===== config.mk =====
export PLATFORM = sky130hd
export DESIGN_NAME = display_byte_code_dispatcher
export DESIGN_NICKNAME = d
export VERILOG_FILES = /design/src/hw/display_byte_code_dispatcher.v
export VERILOG_INCLUDE_DIRS = /design/src /design/src/hw
export SDC_FILE = /design/constraint.sdc
export NUM_CORES = 1
export LEC_CHECK = 0
export BUFFER_PORTS_ARGS = -buffer_cell sky130_fd_sc_hd__buf_2
export CAP_MARGIN = 0
export CORE_AREA = 2 2 68 70
export CTS_BUF_LIST = sky130_fd_sc_hd__clkbuf_8
export DETAILED_ROUTE_END_ITERATION = 8
export DIE_AREA = 0 0 70 72
export PLACE_DENSITY = 0.61
export SETUP_SLACK_MARGIN = 0.05
export SYNTH_ARGS = -nofsm -noshare
export SYNTH_HDL_FRONTEND = slang
export SYNTH_SLANG_ARGS = --single-unit

===== constraint.sdc =====
create_clock -name clk -period 3.9 [get_ports clk]
set_input_delay 0.195 -clock clk [delete_from_list [all_inputs] [get_ports clk]]
set_output_delay 0.195 -clock clk [all_outputs]
set_load 0.01 [all_outputs]

===== src/hw/dispatch_consts.vh =====
// Purpose: Constants for the display byte code dispatcher
// Assumes: Byte-wide host stream, one byte per valid strobe
// Notes:   Definitions only
`ifndef DISPATCH_CONSTS_VH
`define DISPATCH_CONSTS_VH
`define CMD_LIMIT      8'h20
`define CUSTOM_FIRST   8'h80
`define CUSTOM_LAST    8'h87
`define DIRECT_PREFIX  8'h1E
`define LOC_CTRL_BASIC 8'h00
`define LOC_DATA_MEM   8'h01
`define LOC_CTRL_EXT   8'h02
`define BYTE_RESET     8'h00
`define INDEX_RESET    3'h0
`define FLAG_OFF       1'h0
`define FLAG_ON        1'h1
`endif


===== src/hw/display_byte_code_dispatcher.v =====
// Purpose: Sort host bytes into commands, custom glyphs, glyphs and direct writes
// Assumes: Host bytes come from logic on clk, one per in_valid cycle
// Notes:   Outputs are one-cycle pulses with registered data
// Contract
// printable code shows glyph at cursor
// codes 0 to 31 go to commands; the code takes 0x1E as the direct-write prefix instead
// codes 128..135 select custom glyph 0..7
// other high codes show extended glyphs
// prefix, location one, code writes memory
// location selects basic, memory or extended
// prefix parameters never commands or glyphs
`timescale 1ns/100ps
`include "dispatch_consts.vh"
module display_byte_code_dispatcher (
   clk,
   reset,
   in_valid,
   in_byte,
   cmd_valid_r,
   cmd_code_r,
   glyph_valid_r,
   glyph_code_r,
   custom_valid_r,
   custom_index_r,
   direct_valid_r,
   register_select_line_r,
   extended_instruction_select_r,
   direct_data_r
);
   input  wire       clk;                            // 50 MHz clock
   input  wire       reset;                          // Synchronous, active high
   input  wire       in_valid;                       // Byte present this cycle
   input  wire [7:0] in_byte;                        // Byte from host
   output reg        cmd_valid_r;                    // Pulse: byte to command handler
   output reg  [7:0] cmd_code_r;                     // Command code
   output reg        glyph_valid_r;                  // Pulse: show glyph at cursor
   output reg  [7:0] glyph_code_r;                   // Glyph lookup index
   output reg        custom_valid_r;                 // Pulse: show custom glyph
   output reg  [2:0] custom_index_r;                 // Custom glyph number
   output reg        direct_valid_r;                 // Pulse: direct controller write
   output reg        register_select_line_r;         // 1 = data memory, 0 = control
   output reg        extended_instruction_select_r;  // Extended instruction mode
   output reg  [7:0] direct_data_r;                  // Byte written unchanged

   // Limitation: one byte is taken per in_valid cycle; prefix and location
   // bytes give no pulse, only the data byte of a direct write does
   reg [1:0] state_r;                                // Prefix sequence state
   reg [7:0] loc_r;                                  // Captured location byte

   // Next values, worked out combinationally and registered on every edge
   reg [1:0] state_nxt;                              // Next sequence state
   reg [7:0] loc_nxt;                                // Next location byte
   reg       cmd_valid_nxt;                          // Next command pulse
   reg [7:0] cmd_code_nxt;                           // Next command code
   reg       glyph_valid_nxt;                        // Next glyph pulse
   reg [7:0] glyph_code_nxt;                         // Next glyph index
   reg       custom_valid_nxt;                       // Next custom glyph pulse
   reg [2:0] custom_index_nxt;                       // Next custom glyph number
   reg       direct_valid_nxt;                       // Next direct write pulse
   reg       register_select_line_nxt;               // Next memory or control select
   reg       extended_instruction_select_nxt;        // Next instruction mode select
   reg [7:0] direct_data_nxt;                        // Next direct write byte
   wire [1:0] byte_class_w;                          // Class of the byte on in_byte

   // Direct-write sequence states, binary coded
   localparam [1:0] ST_IDLE     = 2'h0;              // Sorting ordinary bytes
   localparam [1:0] ST_LOCATION = 2'h1;              // Next byte is the location
   localparam [1:0] ST_DATA     = 2'h2;              // Next byte is the data

   // Classes of a byte seen outside a direct-write sequence
   localparam [1:0] CLASS_PREFIX = 2'h0;             // Opens a direct write
   localparam [1:0] CLASS_CMD    = 2'h1;             // Goes to the command handler
   localparam [1:0] CLASS_CUSTOM = 2'h2;             // User-defined glyph
   localparam [1:0] CLASS_GLYPH  = 2'h3;             // Printable or extended glyph

   // Decoding helpers; each is pure and holds no state
   // True for the eight user-defined glyph codes
   function is_custom;
      input [7:0] code;                              // Received byte
      begin
         is_custom = (code >= `CUSTOM_FIRST) && (code <= `CUSTOM_LAST);
      end
   endfunction

   // Custom glyph number is the code minus the first custom code; the
   // subtraction ties the mapping to that code rather than to bit positions
   function [2:0] custom_number;
      input [7:0] code;                              // Byte already known to be custom
      reg   [7:0] diff;                              // Full-width difference
      begin
         diff          = code - `CUSTOM_FIRST;
         // Only eight custom codes exist, so the upper bits are zero and cut on purpose
         custom_number = diff[2:0];
      end
   endfunction

   // Sort a byte that arrives outside a direct-write sequence
   function [1:0] byte_class;
      input [7:0] code;                              // Received byte
      begin
         if (code == `DIRECT_PREFIX) begin
            // Tested first: the prefix sits inside the command range
            byte_class = CLASS_PREFIX;
         end else if (code < `CMD_LIMIT) begin
            byte_class = CLASS_CMD;
         end else if (is_custom(code)) begin
            byte_class = CLASS_CUSTOM;
         end else begin
            // Printable codes and every high code beyond the custom range
            byte_class = CLASS_GLYPH;                // see R1
         end
      end
   endfunction

   // Only three controller targets exist; a location naming any other is dropped
   function is_location_known;
      input [7:0] loc;                               // Captured location byte
      begin
         is_location_known = (loc == `LOC_CTRL_BASIC) || (loc == `LOC_DATA_MEM) ||
                             (loc == `LOC_CTRL_EXT);
      end
   endfunction

   // Class decode of the incoming byte, read by the idle branch
   assign byte_class_w = byte_class(in_byte);

   // Next-value logic: pulses default low, data and selects hold their value.
   // Hazard: a prefix code arriving as the data byte is written, never taken
   // as a new prefix. Trade-off: splitting next values from registers costs
   // lines but keeps every output a flip-flop while the decode stays readable.
   always @* begin
      state_nxt                       = state_r;
      loc_nxt                         = loc_r;
      cmd_valid_nxt                   = `FLAG_OFF;
      cmd_code_nxt                    = cmd_code_r;
      glyph_valid_nxt                 = `FLAG_OFF;
      glyph_code_nxt                  = glyph_code_r;
      custom_valid_nxt                = `FLAG_OFF;
      custom_index_nxt                = custom_index_r;
      direct_valid_nxt                = `FLAG_OFF;
      register_select_line_nxt        = register_select_line_r;
      extended_instruction_select_nxt = extended_instruction_select_r;
      direct_data_nxt                 = direct_data_r;
      // Only the pulses fall while the host holds in_valid low; state and data hold
      if (in_valid) begin
         case (state_r)
            ST_LOCATION: begin
               // Any value is stored; it is judged when the data byte comes
               loc_nxt   = in_byte;
               state_nxt = ST_DATA;
            end
            ST_DATA: begin
               // Data byte closes the sequence whatever its value
               state_nxt = ST_IDLE;
               if (is_location_known(loc_r)) begin
                  direct_valid_nxt = `FLAG_ON;
                  direct_data_nxt  = in_byte;
               end
               if (loc_r == `LOC_CTRL_BASIC) begin
                  register_select_line_nxt        = `FLAG_OFF;
                  extended_instruction_select_nxt = `FLAG_OFF;
               end else if (loc_r == `LOC_DATA_MEM) begin
                  // Mode bit left as is, since memory writes ignore it
                  register_select_line_nxt = `FLAG_ON;
               end else if (loc_r == `LOC_CTRL_EXT) begin
                  register_select_line_nxt        = `FLAG_OFF;
                  extended_instruction_select_nxt = `FLAG_ON;
               end
               // Unknown locations are swallowed: no pulse and no select change
            end
            default: begin
               // Idle, and the unused state code, which falls back to sorting
               state_nxt = ST_IDLE;
               if (byte_class_w == CLASS_PREFIX) begin
                  state_nxt = ST_LOCATION;
               end else if (byte_class_w == CLASS_CMD) begin
                  cmd_valid_nxt = `FLAG_ON;
                  cmd_code_nxt  = in_byte;
               end else if (byte_class_w == CLASS_CUSTOM) begin
                  custom_valid_nxt = `FLAG_ON;
                  custom_index_nxt = custom_number(in_byte);
               end else begin
                  glyph_valid_nxt = `FLAG_ON;        // see R1
                  glyph_code_nxt  = in_byte;
               end
            end
         endcase
      end
   end

   // State and output registers; reset parks every output low.
   // Every register loads its next value on each edge, so no enable is needed.
   always @(posedge clk) begin
      if (reset) begin
         // Reset also abandons a half-received direct-write sequence
         state_r                       <= ST_IDLE;
         loc_r                         <= `BYTE_RESET;
         cmd_valid_r                   <= `FLAG_OFF;
         cmd_code_r                    <= `BYTE_RESET;
         glyph_valid_r                 <= `FLAG_OFF;
         glyph_code_r                  <= `BYTE_RESET;
         custom_valid_r                <= `FLAG_OFF;
         custom_index_r                <= `INDEX_RESET;
         direct_valid_r                <= `FLAG_OFF;
         register_select_line_r        <= `FLAG_OFF;
         extended_instruction_select_r <= `FLAG_OFF;
         direct_data_r                 <= `BYTE_RESET;
      end else begin
         // Pulses from the next-value logic last exactly one cycle
         state_r                       <= state_nxt;
         loc_r                         <= loc_nxt;
         cmd_valid_r                   <= cmd_valid_nxt;
         cmd_code_r                    <= cmd_code_nxt;
         glyph_valid_r                 <= glyph_valid_nxt;
         glyph_code_r                  <= glyph_code_nxt;
         custom_valid_r                <= custom_valid_nxt;
         custom_index_r                <= custom_index_nxt;
         direct_valid_r                <= direct_valid_nxt;
         register_select_line_r        <= register_select_line_nxt;
         extended_instruction_select_r <= extended_instruction_select_nxt;
         direct_data_r                 <= direct_data_nxt;
      end
   end
endmodule // display_byte_code_dispatcher


### Word level (Yosys, flattened, before mapping)

Cells that the tools add are included.
W data, S select, Z words.

* muxes and demuxes: 15
* reductions and logical operators: 18
* equal/unequal tests: 8
* $lt $le $gt $ge: 3
* bitwise operators: 6
* $add $sub $neg: 1

Operators by type and width (count)
* $mux W1: 12
* $reduce_and A5 Y1: 2
* $eq A8 B1 Y1 const B: 1
* $eq A8 B2 Y1 const B: 1
* $eq A8 B5 Y1 const B: 1
* $ge A8 B8 Y1 const B: 1
* $le A8 B8 Y1 const B: 1
* $logic_not A8 Y1: 1
* $lt A8 B6 Y1 const B: 1
* $reduce_and A4 Y1: 2
* $not A1 Y1: 6
* $reduce_and A3 Y1: 2
* $reduce_or A6 Y1: 1
* $reduce_or A5 Y1: 1
* $eq A2 B1 Y1 const B: 2
* $eq A2 B2 Y1 const B: 2
* $mux W2: 2
* $pmux W2 S2: 1
* $reduce_bool A3 Y1: 1
* $reduce_or A3 Y1: 1
* $sub A3 B1 Y3 const B: 1
* $logic_not A2 Y1: 1
* $logic_or A1 B1 Y1: 2
* $ne A2 B2 Y1 const B: 1
* 4 further kinds: 4

* input port bits: 11
* output and inout port bits: 33
* flip-flop bits (word level): 43

### Logic depth before layout (Yosys ltp)

* word-level depth: 8
* mapped depth: 8
* gate-level depth less buffers: 7

### Worst setup path before layout

OpenSTA, ideal clock, no wires.

* kind: in2reg
* from: in in_byte[7]
* to: reg glyph_code_r[0]
* buffers on the path: 1
* arrival: 1.679 ns
* setup slack: 2.094 ns
* cell stages on the path: 8
* library setup time: 0.128 ns
* path through: nand4b_1 > nor3b_1 > o21a_1 > ha_1 > nor4bb_1 > buf_2 > mux2i_1 > nor2_1

* cells in the longest elaborated chain, start to end: 8

RTL lines
* from (decl): line display_byte_code_dispatcher.v:33 `input wire [7:0] in_byte;`
* $ge A8 B8 Y1 (no source line) or $le A8 B8 Y1 (tied branches)
* $logic_and A1 B1 Y1: line display_byte_code_dispatcher.v:81 `` is_custom = (code >= `CUSTOM_FIRST) && (code <= `CUSTOM_LAST); ``
* $mux W1: line display_byte_code_dispatcher.v:106 `end else if (is_custom(code)) begin`
* $mux W2: line display_byte_code_dispatcher.v:104 `` end else if (code < `CMD_LIMIT) begin ``
* $mux W2 (*): line display_byte_code_dispatcher.v:101 `` if (code == `DIRECT_PREFIX) begin ``
* $eq A2 B2 Y1, or another cell as far along: line display_byte_code_dispatcher.v:179 `end else if (byte_class_w == CLASS_CUSTOM) begin`
* $not A1 Y1 (no source line)
* $reduce_and A5 Y1 (no source line) (*)
* to (signal assigned): line display_byte_code_dispatcher.v:201 `` glyph_code_r <= `BYTE_RESET; ``
* to (signal assigned): line display_byte_code_dispatcher.v:215 `glyph_code_r <= glyph_code_nxt;`
* to (decl): line display_byte_code_dispatcher.v:37 `output reg [7:0] glyph_code_r;`

Mark *: on every way between the ends. The rest lies on a longest branch, timed or not.
A chain may end at the register's enable or synchronous reset.

### Worst setup path in the final report

* from: in in_byte[7]
* to: reg glyph_code_r[5]

Same word-level chain as after synthesis.

==> run summary <==
The flow ran to the end, and the final reports show no timing, DRC or antenna violations. The cell depth of the worst flop-to-flop path is 6. Buffers placed on the I/O ports in this run total 43. The via count of the first global-routing pass came out at 1267. The post-synthesis instance total is 189. The weighted congestion at the end of routability-driven global placement came out at 0.792.

STA classifies the critical path endpoint as a flop. The post-CTS setup buffer count is 0. The number of I/O pins is 44. The pin slew with the least headroom to its limit is 800 ps. Headroom to the max-slew limit came out at a little under half. The worst clock skew is 4.13 ps.

The routed length per instance came out at approximately 13 um. The initial utilization of the core area, before any placement, comes to 41.3%. The full die area came out at 5040 um^2. The worst register-to-register path begins at state_r[0]. The critical path contains buffers and inverters numbering 2 combined.

The yosys synthesis warning count is 0. Dividing the synthesized area by the synthesized cell count gives 9.32 um^2. Grouping stages by cell kind, the critical path spends the most delay in simple AND/OR/NAND/NOR gates. Clock latency on the worst-skew pair, taken at its later pin, is between 200 and 300 ps. The leakage power is 0.905 nW. Among all stages on the critical path, the largest delay is contributed by nor4bb_2. Walking the worst path, the cells encountered are buf_2 > nand4b_1 > nor3b_1 > o21a_1 > ha_1 > nor4bb_2 > buf_4 > mux2i_1 > nor2_1. The violation count after the first detailed-route iteration is 100. The combined global-route utilization of all metal layers is 16.2%. After layout, the worst path uses 46.3% of the clock period. The instance area after placement came out at between 2000 and 2500 um^2. Setup repair after global routing left no endpoint under its margin. The highest fanout seen on the critical path is 8. Static timing analysis puts the maximum clock frequency at 554 MHz. The TritonCTS sink count is between 40 and 50. The growth of design area from synthesis to finish is 21.1%. The cell area that synthesis handed to floorplanning was 1760 um^2. The sequential cells in the finished layout cover a total of 861 um^2.

The hold path startpoint is in_byte[0]. The x dimension of the die is 70 um. The cell depth of the worst min-delay path is 3. The repair_antennas step left the layout with diodes totalling 0. The worst register-to-register path ends at glyph_code_r[5].

The count of filler cells inserted in the layout is 421. The cts-stage hold buffer count came out at 0. In this run, post-CTS repair resized a total of 0 instances. The number of nets in the synthesized netlist is a little over 200.

The cell at the root of the clock tree is clkbuf_8. The number of hold violations in the final report came out at 0. The die span in y came out at 72 um. The shortest period the worst path allows is 1800 ps. The total area of multi-input combinational cells came out at 845 um^2. No sink is reached through more buffers than the 2 on the longest clock path.

The number of H-tree levels came out at 2. The most used flip-flop cell after synthesis is dfxtp_1. In this run the core area contains 24 standard-cell rows. The worst voltage drop across the vdd grid came out at 0.203 mV. The detail route stage leaves a number of antenna-violating nets equal to 0. The total of flip-flops plus latches after synthesis came out at 43. Summed over all failing endpoints, the final setup total negative slack is 0 ps.

The library cells used most frequently in the layout, excluding fill and tap cells, are dfxtp_1 (43), buf_2 (43), nand2_1 (26). For this run, the post-layout net count is 246. The core area is between 4000 and 5000 um^2.

The clock buffer count from CTS came out at 5. The worst setup path is launched from an input pin. The max-slew violation count came out at 0. The fraction of layout cells with a size suffix above 1 came out at 24.7%. The initial antenna violation count is 0. The required time at the worst-slack endpoint came out at 4050 ps. The via total after detailed routing is between 1000 and 1500.

The detailed-routing iteration count for the pre-antenna-repair pass is 4. The global-route wire length before repair is 6330 um. On the worst path, the slowest cell contributes a delay of 270 ps. The number of maximum-capacitance constraint violations is 0.

The total congestion overflow came out at 0. For hold timing, the worst endpoint is cmd_code_r[0]. The number of design rule violations left after detail routing came out at 0.

The worst setup path is of the input pin to flop kind. The total power of the final layout came out at 0.870 mW. The proportion of synthesized flip-flops having asynchronous set or reset came out at 0%.

Data on the critical path arrives at its endpoint at 1960 ps. The number of enable flip-flop cells after synthesis is 0. Setup violations remaining at the end of the flow were counted as 0.

The tightest min-delay check is of the input pin to flop type. The routed design has 3820 um of wire. The vias per cell is approximately 5.0. Once layout is done, the placed cells without fillers occupy 2130 um^2. The areal power density over the cells came out at 408 nW/um^2. The maximum number of pins on one net before global-route repair is 53. The sequential-to-total area share from yosys stat came out at 48.9%. The register-to-register path setup slack is 2240 ps. After legalization and detailed placement, the total HPWL measured approximately 2600 um. The number of unique standard cell types used by synthesis is 28. The clock transition at the registers of the reported paths came out at 80 ps. TritonCTS built the clock tree.
cells in the mapped netlist (2+ instances only):
cell	instances	area, um^2
a21oi_1	18	90.1
buf_2	2	10.0
clkbuf_1	8	30.0
dfxtp_1	43	861
ha_1	5	62.6
inv_1	4	15.0
mux2i_1	20	200
nand2_1	26	97.6
nand2b_1	23	144
nand3_1	9	45.0
nand4b_1	2	17.5
nor2_1	10	37.5
nor3_1	2	10.0
nor3b_1	3	22.5
through the flow:
step	std cells	utilization (%)	setup WS [ps]	hold WS, ps
floorplan	189	-	2090	331
global placement	275	47.3	1850	442
detailed placement	275	47.3	1790	444
CTS	283	50.0	2090	190
global route	283	50.0	1900	190
finish	283	50.0	2100	197
registers in the layout, summed over array words and instances, names as in the netlist:
name,cells
cmd_code_r,8
direct_data_r,8
glyph_code_r,8
loc_r,8
custom_index_r,3
state_r,2
cmd_valid_r,1
custom_valid_r,1
direct_valid_r,1
extended_instruction_select_r,1
glyph_valid_r,1
register_select_line_r,1
metal layers:
| metal | vias up | GRT usage (%) | wire [um] |
|---|---|---|---|
| li1 | 719 | - | - |
| met1 | 667 | 22.1 | 1870 |
| met2 | 31 | 24.1 | 1710 |
| met3 | 6 | 4.72 | 177 |
| met4 | 0 | 6.41 | 59 |
| met5 | - | 0 | 0 |
where the power goes:
group / total, mW / leakage, nW / switching (mW) / internal [mW]
clock network: 0.356 / 0.0612 / 0.149 / 0.207
logic: 0.0638 / 0.496 / 0.0382 / 0.0257
registers: 0.450 / 0.348 / 0.00369 / 0.447
total: 0.870 / 0.905 / 0.191 / 0.680
tightest hold or removal path: cells and delay by family:
family	cells	cell delay, ps
buffers and inverters	1	140
and+or+nand+nor	1	60
AOI/OAI and AO/OA	1	50
how the worst max path moves through the flow:
| stage | from | endpoint | slack (ps) | cells after the start |
|---|---|---|---|---|
| after floorplan | in_byte[7] | glyph_code_r[0] | 2090 | 8 |
| after global placement | in_byte[7] | glyph_code_r[2] | 1850 | 9 |
| after detailed placement | in_byte[7] | glyph_code_r[0] | 1790 | 9 |
| after CTS | in_byte[7] | glyph_code_r[5] | 2090 | 9 |
| after global routing | in_byte[7] | glyph_code_r[7] | 1900 | 9 |
| final | in_byte[7] | glyph_code_r[5] | 2100 | 9 |
cells by family after synthesis:
logic type	share of synthesized area [%]
AO/OA/AOI/OAI	6.96
adder cells (fa/ha/maj)	3.55
buffers and inverters	3.55
flip-flops	48.9
multiplexers	11.4
AND/OR/NAND/NOR	25.7
cell type report:
cell class	instances	area share [%]
timing repair buffer	45	10.8
clock buffer	6	3.87
sequential	43	40.4
clock inverter	2	1.64
multi-input combinational	131	39.6
inverter	4	0.704
tap	52	3.05
No activity file was read; power rests on OpenSTA's default activity.
